**src/common/afc_regs.svh**
```systemverilog
// byte codes and mode values of the framed serial link
// assumes inclusion by the codec top only
`ifndef AFC_REGS_SVH
`define AFC_REGS_SVH
`define AFC_DELIM      8'h7E
`define AFC_ESC        8'h7D
`define AFC_XON        8'h11
`define AFC_XOFF       8'h13
`define AFC_ESC_XOR    8'h20
`define AFC_SUM_OK     8'hFF
`define AFC_MODE_TRANS 2'h0
`define AFC_MODE_FRAME 2'h1
`define AFC_MODE_ESC   2'h2
`endif

```
**src/common/afc_pkg.sv**
```systemverilog
// types shared by the host-side frame codec
// assumes afc_regs.svh is on the include path
`default_nettype none
package afc_pkg;
    typedef struct packed {
        logic       valid;
        logic [7:0] data;
    } afc_link_byte_t;

    typedef struct packed {
        logic       valid;
        logic       first;
        logic [7:0] data;
    } afc_rx_byte_t;

    typedef struct packed {
        logic done;
        logic good;
        logic abort;
    } afc_rx_end_t;

    typedef enum logic [2:0] {
        T_IDLE  = 3'h0,
        T_RAW   = 3'h1,
        T_DELIM = 3'h2,
        T_LENH  = 3'h3,
        T_LENL  = 3'h4,
        T_TYPE  = 3'h5,
        T_DATA  = 3'h6,
        T_SUM   = 3'h7
    } afc_tx_state_t;

    typedef enum logic [2:0] {
        R_HUNT = 3'h0,
        R_LENH = 3'h1,
        R_LENL = 3'h2,
        R_DATA = 3'h3,
        R_SUM  = 3'h4
    } afc_rx_state_t;
endpackage
`default_nettype wire

```
**src/hw/afc_host_codec.sv**
```systemverilog
// host-side framer and deframer for the radio's serial byte link
// assumes a byte-wide UART/SPI core on the same clock drives the link ports
// Function
// - each frame starts with delimiter byte 0x7E
// - two length bytes follow, MSB first, counting frame data only
// - multi-byte values go big-endian
// - first frame data byte is the frame type
// - checksum is 0xFF minus low byte of frame data sum
// - frame good only if data sum plus checksum low byte is 0xFF
// - escaped mode escapes 0x7E, 0x7D, 0x11, 0x13 after the delimiter; the code escapes nothing, either way, when LINK_IS_SPI is set
// - escape is 0x7D then byte XOR 0x20; decode reverses it
// - length, data and checksum may be escaped, delimiter never
// - length and checksum cover unescaped data only
// - host tolerates unknown frame types rather than failing
`timescale 1ns/10ps
`default_nettype none
`include "afc_regs.svh"
module afc_host_codec (
    // clock and reset
    input  wire logic                    CLK,
    input  wire logic                    RST_N,
    // configuration
    input  wire logic [1:0]              MODE,
    input  wire logic                    LINK_IS_SPI,
    // frame send request
    input  wire logic                    TX_REQ,
    input  wire logic [15:0]             TX_LEN,
    input  wire logic [7:0]              TX_TYPE,
    output var  logic                    TX_BUSY,
    // send data bytes
    output var  logic                    TX_DREQ,
    input  wire logic                    TX_DVALID,
    input  wire logic [7:0]              TX_DATA,
    // link toward the device
    output var  afc_pkg::afc_link_byte_t LINK_TX,
    input  wire logic                    LINK_TX_READY,
    input  wire afc_pkg::afc_link_byte_t LINK_RX,
    // received frame
    output var  afc_pkg::afc_rx_byte_t   RX_BYTE,
    output var  afc_pkg::afc_rx_end_t    RX_END
);
    import afc_pkg::*;

    function automatic logic needs_esc(input logic [7:0] b);
        needs_esc = (b == `AFC_DELIM) || (b == `AFC_ESC) || (b == `AFC_XON) || (b == `AFC_XOFF);
    endfunction

    afc_tx_state_t  t_state_reg;
    afc_tx_state_t  t_state_next;
    afc_rx_state_t  r_state_reg;
    afc_rx_state_t  r_state_next;
    logic [15:0]    t_len_reg;
    logic [15:0]    t_cnt_reg;
    logic [7:0]     t_type_reg;
    logic [7:0]     t_sum_reg;
    logic           req_out_reg;
    logic           pend_reg;
    logic [7:0]     pend_data_reg;
    logic [7:0]     r_lenh_reg;
    logic [15:0]    r_cnt_reg;
    logic [7:0]     r_sum_reg;
    logic           r_esc_reg;
    logic           r_first_reg;

    // mode decode, escaping blocked on SPI
    wire trans_on = (MODE == `AFC_MODE_TRANS);
    wire esc_on   = (MODE == `AFC_MODE_ESC) && !LINK_IS_SPI;

    // transmit side
    wire       emit_free = !LINK_TX.valid || (LINK_TX_READY && !pend_reg);
    wire       t_ctrl    = (t_state_reg == T_DELIM) || (t_state_reg == T_LENH) || (t_state_reg == T_LENL)
                           || (t_state_reg == T_TYPE) || (t_state_reg == T_SUM);
    wire       take      = TX_DVALID && req_out_reg;
    wire       emit_go   = (t_ctrl && emit_free) || take;
    wire [7:0] chk_byte  = `AFC_SUM_OK - t_sum_reg;
    wire [7:0] emit_raw  = (t_state_reg == T_DELIM) ? `AFC_DELIM :
                           (t_state_reg == T_LENH)  ? t_len_reg[15:8] :
                           (t_state_reg == T_LENL)  ? t_len_reg[7:0] :
                           (t_state_reg == T_TYPE)  ? t_type_reg :
                           (t_state_reg == T_SUM)   ? chk_byte : TX_DATA;
    // delimiter and transparent bytes are never escaped
    wire       emit_esc  = esc_on && (t_state_reg != T_DELIM) && (t_state_reg != T_RAW)
                           && needs_esc(emit_raw);
    // leaving transparent mode withdraws an unanswered byte request, else the framer never idles
    wire       raw_leave = (t_state_reg == T_RAW) && !trans_on;
    wire       ask       = ((t_state_reg == T_DATA) || ((t_state_reg == T_RAW) && trans_on))
                           && !LINK_TX.valid && !req_out_reg;
    wire       t_sum_add = emit_go && ((t_state_reg == T_TYPE) || (t_state_reg == T_DATA));

    always_comb begin
        t_state_next = t_state_reg;
        case (t_state_reg)
            T_IDLE:  begin
                if (trans_on) begin
                    t_state_next = T_RAW;
                end else if (TX_REQ) begin
                    t_state_next = T_DELIM;
                end
            end
            T_RAW:   begin
                if (raw_leave) begin
                    t_state_next = T_IDLE;
                end
            end
            T_DELIM: if (emit_free) t_state_next = T_LENH;
            T_LENH:  if (emit_free) t_state_next = T_LENL;
            T_LENL:  if (emit_free) t_state_next = (t_cnt_reg == 16'h0000) ? T_SUM : T_TYPE;
            T_TYPE:  if (emit_free) t_state_next = (t_cnt_reg == 16'h0001) ? T_SUM : T_DATA;
            T_DATA:  if (take && t_cnt_reg == 16'h0001) t_state_next = T_SUM;
            T_SUM:   if (emit_free) t_state_next = T_IDLE;
            default: t_state_next = T_IDLE;
        endcase
    end

    always_ff @(posedge CLK or negedge RST_N) begin
        if (!RST_N) begin
            t_state_reg <= T_IDLE;
            t_len_reg   <= 16'h0000;
            t_cnt_reg   <= 16'h0000;
            t_type_reg  <= 8'h00;
            t_sum_reg   <= 8'h00;
            req_out_reg <= 1'b0;
            TX_DREQ     <= 1'b0;
            TX_BUSY     <= 1'b0;
        end else begin
            t_state_reg <= t_state_next;
            TX_BUSY     <= (t_state_next != T_IDLE);
            TX_DREQ     <= ask;
            req_out_reg <= ask || (req_out_reg && !take && !raw_leave);
            if (t_state_reg == T_IDLE && TX_REQ && !trans_on) begin
                t_len_reg  <= TX_LEN;
                t_cnt_reg  <= TX_LEN;
                t_type_reg <= TX_TYPE;
                t_sum_reg  <= 8'h00;
            end else if (t_sum_add) begin
                t_sum_reg <= t_sum_reg + emit_raw;
                t_cnt_reg <= t_cnt_reg - 16'h0001;
            end
        end
    end

    // byte emitter, splits an escaped byte into two link bytes
    always_ff @(posedge CLK or negedge RST_N) begin
        if (!RST_N) begin
            LINK_TX       <= '0;
            pend_reg      <= 1'b0;
            pend_data_reg <= 8'h00;
        end else if (emit_go) begin
            LINK_TX.valid <= 1'b1;
            LINK_TX.data  <= emit_esc ? `AFC_ESC : emit_raw;
            pend_reg      <= emit_esc;
            pend_data_reg <= emit_raw ^ `AFC_ESC_XOR;
        end else if (LINK_TX.valid && LINK_TX_READY) begin
            LINK_TX.valid <= pend_reg;
            LINK_TX.data  <= pend_data_reg;
            pend_reg      <= 1'b0;
        end
    end

    // receive side; status frames from the device decode like any other frame
    wire       rv       = LINK_RX.valid;
    wire       r_hunt   = (r_state_reg == R_HUNT);
    wire       is_delim = (LINK_RX.data == `AFC_DELIM);
    wire       resync   = esc_on && rv && is_delim && !r_hunt;
    wire       esc_mark = esc_on && rv && !r_hunt && !r_esc_reg && (LINK_RX.data == `AFC_ESC);
    wire [7:0] r_byte   = r_esc_reg ? (LINK_RX.data ^ `AFC_ESC_XOR) : LINK_RX.data;
    wire       got      = rv && !trans_on && !r_hunt && !resync && !esc_mark;
    wire [7:0] r_check  = r_sum_reg + r_byte;
    wire       r_good   = (r_check == `AFC_SUM_OK);
    wire       is_data  = got && (r_state_reg == R_DATA);
    wire       is_end   = got && (r_state_reg == R_SUM);

    always_comb begin
        r_state_next = r_state_reg;
        case (r_state_reg)
            R_HUNT:  if (rv && is_delim && !trans_on) r_state_next = R_LENH;
            R_LENH:  if (got) r_state_next = R_LENL;
            R_LENL:  if (got) r_state_next = ({r_lenh_reg, r_byte} == 16'h0000) ? R_SUM : R_DATA;
            R_DATA:  if (got && r_cnt_reg == 16'h0001) r_state_next = R_SUM;
            R_SUM:   if (got) r_state_next = R_HUNT;
            default: r_state_next = R_HUNT;
        endcase
        if (resync) begin
            r_state_next = R_LENH;
        end
        if (trans_on) begin
            r_state_next = R_HUNT;
        end
    end

    always_ff @(posedge CLK or negedge RST_N) begin
        if (!RST_N) begin
            r_state_reg <= R_HUNT;
            r_lenh_reg  <= 8'h00;
            r_cnt_reg   <= 16'h0000;
            r_sum_reg   <= 8'h00;
            r_esc_reg   <= 1'b0;
            RX_BYTE     <= '0;
            RX_END      <= '0;
        end else begin
            r_state_reg   <= r_state_next;
            r_esc_reg     <= esc_mark || (r_esc_reg && !(rv || resync));
            RX_BYTE.valid <= is_data || (trans_on && rv);
            RX_BYTE.data  <= trans_on ? LINK_RX.data : r_byte;
            RX_BYTE.first <= is_data && r_first_reg;
            RX_END.done   <= is_end;
            RX_END.good   <= is_end && r_good;
            RX_END.abort  <= resync;
            if (got && r_state_reg == R_LENH) begin
                r_lenh_reg <= r_byte;
            end
            if (got && r_state_reg == R_LENL) begin
                r_cnt_reg <= {r_lenh_reg, r_byte};
                r_sum_reg <= 8'h00;
            end else if (is_data) begin
                r_sum_reg <= r_check;
                r_cnt_reg <= r_cnt_reg - 16'h0001;
            end
        end
    end

    // first data byte of a frame is its type, passed on whatever its value
    always_ff @(posedge CLK or negedge RST_N) begin
        if (!RST_N) begin
            r_first_reg <= 1'b0;
        end else if (got && r_state_reg == R_LENL) begin
            r_first_reg <= 1'b1;
        end else if (is_data || resync) begin
            r_first_reg <= 1'b0;
        end
    end

    a_delim_first: assert property (
        @(posedge CLK) disable iff (!RST_N)
        (t_state_reg == T_DELIM && emit_free) |=> (LINK_TX.valid && LINK_TX.data == `AFC_DELIM && !pend_reg))
        else $error("frame did not open with the delimiter");
    a_len_order: assert property (
        @(posedge CLK) disable iff (!RST_N)
        (t_state_reg == T_LENH && emit_free) |=> (t_state_reg == T_LENL)
            && (pend_reg ? (pend_data_reg ^ `AFC_ESC_XOR) == t_len_reg[15:8] : LINK_TX.data == t_len_reg[15:8]))
        else $error("length high byte not sent first");
    a_sum_value: assert property (
        @(posedge CLK) disable iff (!RST_N)
        (t_state_reg == T_SUM && emit_free) |-> (emit_raw + t_sum_reg) == `AFC_SUM_OK)
        else $error("checksum byte wrong");
    a_esc_pair: assert property (
        @(posedge CLK) disable iff (!RST_N)
        (LINK_TX.valid && pend_reg) |-> (LINK_TX.data == `AFC_ESC) && needs_esc(pend_data_reg ^ `AFC_ESC_XOR))
        else $error("escape pair malformed");
    a_spi_plain: assert property (
        @(posedge CLK) disable iff (!RST_N)
        (LINK_IS_SPI && emit_go) |=> !pend_reg)
        else $error("escaping used on the SPI link");
    a_transp_pass: assert property (
        @(posedge CLK) disable iff (!RST_N)
        (trans_on && rv) |=> (RX_BYTE.valid && RX_BYTE.data == $past(LINK_RX.data) && !RX_BYTE.first))
        else $error("transparent byte not passed");
    a_hunt_drop: assert property (
        @(posedge CLK) disable iff (!RST_N)
        (!trans_on && r_hunt) |=> !RX_BYTE.valid && !RX_END.done)
        else $error("byte reported before delimiter");
    a_resync_abort: assert property (
        @(posedge CLK) disable iff (!RST_N)
        (resync && !trans_on) |=> (r_state_reg == R_LENH) && RX_END.abort && !RX_END.done)
        else $error("unescaped delimiter did not restart frame");
    a_check_good: assert property (
        @(posedge CLK) disable iff (!RST_N)
        RX_END.good |-> RX_END.done && $past(r_check) == `AFC_SUM_OK)
        else $error("frame marked good with bad checksum");
    a_raw_release: assert property (
        @(posedge CLK) disable iff (!RST_N)
        raw_leave |=> (t_state_reg == T_IDLE) && !req_out_reg && !TX_DREQ)
        else $error("transparent mode left with a byte request open");
endmodule
`default_nettype wire

```
**config.mk**
```make
export PLATFORM = sky130hd
export DESIGN_NAME = afc_host_codec
export DESIGN_NICKNAME = d
export VERILOG_FILES = /design/src/common/afc_pkg.sv /design/src/hw/afc_host_codec.sv
export VERILOG_INCLUDE_DIRS = /design/src /design/src/common
export SDC_FILE = /design/constraint.sdc
export NUM_CORES = 1
export LEC_CHECK = 0
export BUFFER_PORTS_ARGS = -buffer_cell sky130_fd_sc_hd__buf_4
export CORE_MARGIN = 1
export CORE_UTILIZATION = 50
export DETAILED_ROUTE_END_ITERATION = 6
export GPL_TIMING_DRIVEN = 0
export HOLD_SLACK_MARGIN = 0.15
export PLACE_DENSITY_LB_ADDON = 0.05
export SLEW_MARGIN = 10
export SYNTH_ARGS = -nofsm -noshare
export SYNTH_HDL_FRONTEND = slang
export SYNTH_SLANG_ARGS = --single-unit
```
**constraint.sdc**
```tcl
create_clock -name CLK -period 2.8 [get_ports CLK]
set_clock_uncertainty 0.1 [all_clocks]
set_input_delay 0.14 -clock CLK [delete_from_list [all_inputs] [get_ports CLK]]
set_output_delay 0.14 -clock CLK [all_outputs]
set_load 0.05 [all_outputs]
```
# Yosys cells after proc, flatten, opt, wreduce, memory -nomap -nowiden
# Index checks and enable logic that the tools add are counted.
# word_totals
word_cells,180
ff_bits,122
output_inout_bits,24
input_bits,49
# op_classes
reduce_logical,78
n_bitwise,2
n_addsub,5
eq_ne,28
mux,43
# op_table
cell,n
two-way mux 8 bit,10
two-way mux 16 bit,4
two-way mux 3 bit,17
logical AND 1 bit,39
== test 16 x 1 -> 1 bit (second input constant),2
== test 8 x 7 -> 1 bit (second input constant),4
logical NOT 16 bit,2
subtractor 16 x 1 -> 16 bit (second input constant),2
case mux 3 bit (8 select lines),1
two-way mux 9 bit,2
adder 8 bit,2
== test 8 x 5 -> 1 bit (second input constant),2
logical OR 1 bit,16
== test 3 bit (second input constant),5
case mux 3 bit (5 select lines),1
== test 3 x 2 -> 1 bit (second input constant),4
logical NOT 1 bit,12
two-way mux 6 bit,2
inequality test 4 bit (second input constant),3
== test 8 bit (second input constant),1
nonzero test 2 bit,4
subtractor 8 bit (first input constant),1
== test 3 x 1 -> 1 bit (second input constant),2
logical NOT 3 bit,2
11 further kinds,16

# Longest topological paths before layout
# depth
ltp_word,13
depth_mapped,15
mapped_depth_nobuf,12

# Worst setup path before layout
# No wires, ideal clock.
# synth_path
path_kind,reg2reg
startpoint,register t_state_reg[1]
endpoint,register t_sum_reg[6]
path_stages_with_launch,14
setup_time_ns,0.096
slack_ns,-0.310
n_path_buf,3
t_required_ns,2.604
synth_period_minus_slack_ns,3.110
arrival_ns,2.914
path_cell_list,dfrtp_1 > clkbuf_1 > clkbuf_1 > buf_1 > o21ai_0 > o221ai_1 > inv_1 > fa_1 > nor2b_1 > o21ai_0 > a21boi_0 > o21ai_0 > nor3b_1 > o31ai_1
# synth_via
elab_chain_len,9
elab_cells_between_ends,26
classes_between,add/sub (1); eq/ne (6); mux (7); reduce/logical (12)
# synth_lines
element,line_no,text
from (decl),afc_host_codec.sv:48,afc_tx_state_t t_state_reg;
from (signal assigned),afc_host_codec.sv:126,t_state_reg <= t_state_next;
== test 3 bit,afc_host_codec.sv:80,(t_state_reg == T_SUM) ? chk_byte : TX_DATA;
two-way mux 8 bit,afc_host_codec.sv:80,
two-way mux 8 bit,afc_host_codec.sv:79,(t_state_reg == T_TYPE) ? t_type_reg :
two-way mux 8 bit,afc_host_codec.sv:78,(t_state_reg == T_LENL) ? t_len_reg[7:0] :
two-way mux 8 bit,afc_host_codec.sv:77,(t_state_reg == T_LENH) ? t_len_reg[15:8] :
two-way mux 8 bit *,afc_host_codec.sv:76,wire [7:0] emit_raw = (t_state_reg == T_DELIM) ? `AFC_DELIM :
named net emit_raw[1],afc_host_codec.sv:76,
adder 8 bit *,afc_host_codec.sv:136,t_sum_reg <= t_sum_reg + emit_raw;
two-way mux 8 bit *,afc_host_codec.sv:135,end else if (t_sum_add) begin
two-way mux 8 bit *,afc_host_codec.sv:130,if (t_state_reg == T_IDLE && TX_REQ && !trans_on) begin
to (signal assigned),afc_host_codec.sv:136,
to (decl),afc_host_codec.sv:55,logic [7:0] t_sum_reg;
# The timed path passes the listed nets; every way through them passes the cells marked *. The select of a mux whose other input is x is not followed.
# A chain may end at the register's enable or synchronous reset.

# Worst setup path after layout
# layout_path
startpoint,register t_state_reg[1]
endpoint,register t_sum_reg[7]
# The elaborated chain is that of the path after synthesis.

==> summary.txt <==
Layout
  – Design Area, Final: between 9000 and 10000 sq um
  – Share of layout cells above drive strength 1: 23.4%
  – Area grow syn2layout: 35.7%
  – Fin nets: 945
  – Fillers: 992
  – Diodes inserted: 0
  – Layout Cells excl Fill: 1059

Setup path
  – Register-to-Register Path Depth: 11
  – Critical path startpoint: t_state_reg[1]
  – Crit-path max FO: 6
  – Reg2Reg Setup Slack: -0.08 ns
  – FF-to-FF Start: t_state_reg[1]
  – Reg-to-Reg End: t_sum_reg[7]
  – Crit path kind: reg2reg
  – CP Cell Sequence: buf_8, clkbuf_16, mux4_2, mux2_4, ha_4, nand3_1, o211ai_1, o41ai_2, xnor2_1, or3_1, o21ai_1
  – Worst path slowest cell: dfrtp_1
  – CP peak stage delay: 0.40 ns
  – Critical Path RT: 3.04 ns
  – Worst path arrival time: 3.12 ns
  – CP Capture Type: register
  – Critical path launch point type: register

Flow run
  – # Max-Cap Violations: 0

Placement
  – Placed Cells: between 900 and 1k
  – Port Buffers: 72
  – RD Place Congestion: roughly 0.86
  – Post-DP HPWL: 13000 um
  – Pre-CTS WS: -0.735 ns
  – Post-DP Area: 7470 sq um

Die
  – Die extent in x: ~120 um
  – I/O pin total: 73
  – Core ar.: 12800 sq um
  – Die area: 13800 sq um
  – Die Ht: 117 um
  – Initial Utilization: 52.0%
  – Rows: about 40

Yosys
  – Net Count, Synth: 788
  – Yosys top cell area share: 45.8%
  – YS warnings: 0
  – Synth Instances: 718
  – Post-synth top area cell: dfrtp_1
  – Post-synth top cells: dfrtp_1, nand2_1, nor2_1
  – Most numerous cell in the Yosys netlist: dfrtp_1
  – #FFs+latches synth: around 120
  – Yosys cell types: 69
  – Synth top area cells: dfrtp_1, nand2_1, o21ai_0
  – Synth Cell Area: ~6700 sq um
  – Main synth FF type: dfrtp_1
  – Ys async rst share: 100%
  – Post-synth EDFFs: 0
  – Seq/Total Area, Yosys: 45.8%
  – Mean Syn Cell Area: about 9.3 sq um

Detailed routing
  – WL final: 19000 um
  – Vias: 6204
  – WL per Instance: 17.9 um
  – Drt first pass iters: 5
  – Remaining antenna violation count after routing: 0
  – Top sig layer: met4
  – Met3 WL: ~1100 um
  – Met2 WL: 8690 um
  – Metal-1 WL: about 8700 um
  – DRC viols: 0
  – Initial DRC Count: 531
  – Via density: a little under 6

Global route
  – Largest net degree at the start of global routing: 75
  – Tot GR Track Use: 28.8%
  – Total grt overflow: 0
  – First-pass GRT wire length: 31300 um
  – Vias in the first global route: approximately 6.2k
  – Initial antenna violation count: 0

Clocking
  – CTS tree: built
  – Num CTS Buffers: 17
  – Root Buffer: clkbuf_16
  – CTS H-tree depth: 4
  – CTS max path bufs: 2
  – CTS Sinks: ~120
  – Clock transition at the registers of the reported paths: 0.06 ns
  – Clk_lat worst skew: around 0.42 ns

STA
  – Final Hold Vio Count: 0
  – Final-report setup violation count: 2
  – Fmax: 347 MHz
  – Rel. slew slack: 47.3%
  – Fin crit period: 2.88 ns
  – Setup WS post-layout: -0.0782 ns
  – Crit share post-route: 103%
  – Worst slew pin tran: between 0.7 and 0.8 ns
  – Slew Viols, Final: 0
  – Worst Hold Slack: 0.192 ns
  – Unrepaired setup endpoints after global routing: true

Power and ir drop
  – Max IR drop VDD: 655 uV
  – Pleak: just over 4 nW
  – Power Density: roughly 1100 nW/um^2
  – Tot Pwr: approximately 0.010 W

Hold path
  – Hold Path Sink: r_esc_reg
  – Number of cells on the worst hold path: 5
  – Worst hold start: LINK_IS_SPI
  – Hold/Removal Path Class: in2reg

Run status
  – Failing checks: negative setup slack
  – Status: finished with violations
## how the worst max path moves through the flow
stage / to / slack (ns) / depth (start not counted)
2_1_floorplan: t_sum_reg[6] / 0.01 / 15
4_1_cts: t_sum_reg[7] / -0.11 / 13
3_3_place_gp: t_sum_reg[7] / -0.51 / 11
6_report: t_sum_reg[7] / -0.08 / 11
3_5_place_dp: t_sum_reg[6] / -0.73 / 12
5_1_grt: t_sum_reg[7] / -0.14 / 13
## power by group
part	leakage, nW	internal (W)	switching, W
clock	0.316	0.00167	0.000835
sequential	1.55	0.00235	0.000501
combinational	2.23	0.00210	0.00258
total	4.10	0.00612	0.00392
## what timing repair did
item	4_1_cts	5_1_grt
buffers inserted	19	4
pin swaps	11	12
endpoints found under the setup margin	4	26
gates cloned	1	1
hold buffers	43	0
gates resized for setup	43	28
hold endpoints to repair	205	0
## layer usage
| metal | up-vias | track usage (%) |
|---|---|---|
| li1 | 2900 | - |
| met1 | 3019 | 40.3 |
| met2 | 244 | 44.4 |
| met3 | 41 | 5.47 |
| met4 | 0 | 11.3 |
| met5 | - | 0 |
## worst max-delay path, delay by kind of cell, from the launching register on
| family | cells | cell delay (ns) |
|---|---|---|
| adder cells (fa/ha/maj) | 1 | 0.31 |
| XOR/XNOR | 1 | 0.14 |
| flip-flops | 1 | 0.40 |
| AO/OA/AOI/OAI | 3 | 0.48 |
| AND/OR/NAND/NOR | 2 | 0.45 |
| multiplexers | 2 | 0.60 |
| buffers and inverters | 2 | 0.30 |
## layout make-up
type / instances / area, sq um / area share [%]
timing repair buffer: 139 / 1180 / 13.0
buffer: 32 / 249 / 2.75
sequential: 122 / 3050 / 33.8
tap: 172 / 215 / 2.38
inverter: 29 / 109 / 1.20
multi-input combinational: 534 / 3570 / 39.4
clock buffer: 17 / 425 / 4.70
clock inverter: 14 / 246 / 2.73
## kinds of logic after synthesis
family / after synthesis / share of synthesized area, %
mux: 27 / 4.92
compound gates: 162 / 15.5
fa+ha+maj: 21 / 4.17
buf+inv: 62 / 4.11
simple gates: 295 / 21.7
xor+xnor: 29 / 3.81
flops: 122 / 45.8
## placed cells by master (no fill, tap or decap), types with 5 or more instances in the layout
master	Yosys	routed
o21ai_0	52	48
clkbuf_16	0	19
mux2i_1	8	6
dfrtp_1	122	121
dlygate4sd3_1	0	43
nand2b_1	9	8
a21oi_1	29	27
a211oi_1	7	7
clkbuf_1	25	18
ha_4	0	5
bufinv_16	0	6
and4_1	5	5
nor4_1	13	13
xor2_1	8	8
o211ai_1	7	7
buf_6	1	5
nand4_1	7	7
nor2_1	55	54
inv_1	28	26
xnor2_1	21	21
and3_1	18	18
o21ai_2	1	5
nand3_1	37	36
nor3_1	10	10
mux2_2	16	14
o22ai_1	13	13
buf_4	0	94
a21o_1	6	6
nand2_1	108	107
ha_1	19	14
## through the flow
stage	setup TNS, ns	utilization, %
after CTS	-0.296	69.4
after global routing	-0.271	70.5
after detailed placement	-1.64	58.2
after global placement	-1.26	58.0
after floorplan	0	-
final	-0.109	70.5
No activity file was read; power rests on OpenSTA's default activity.
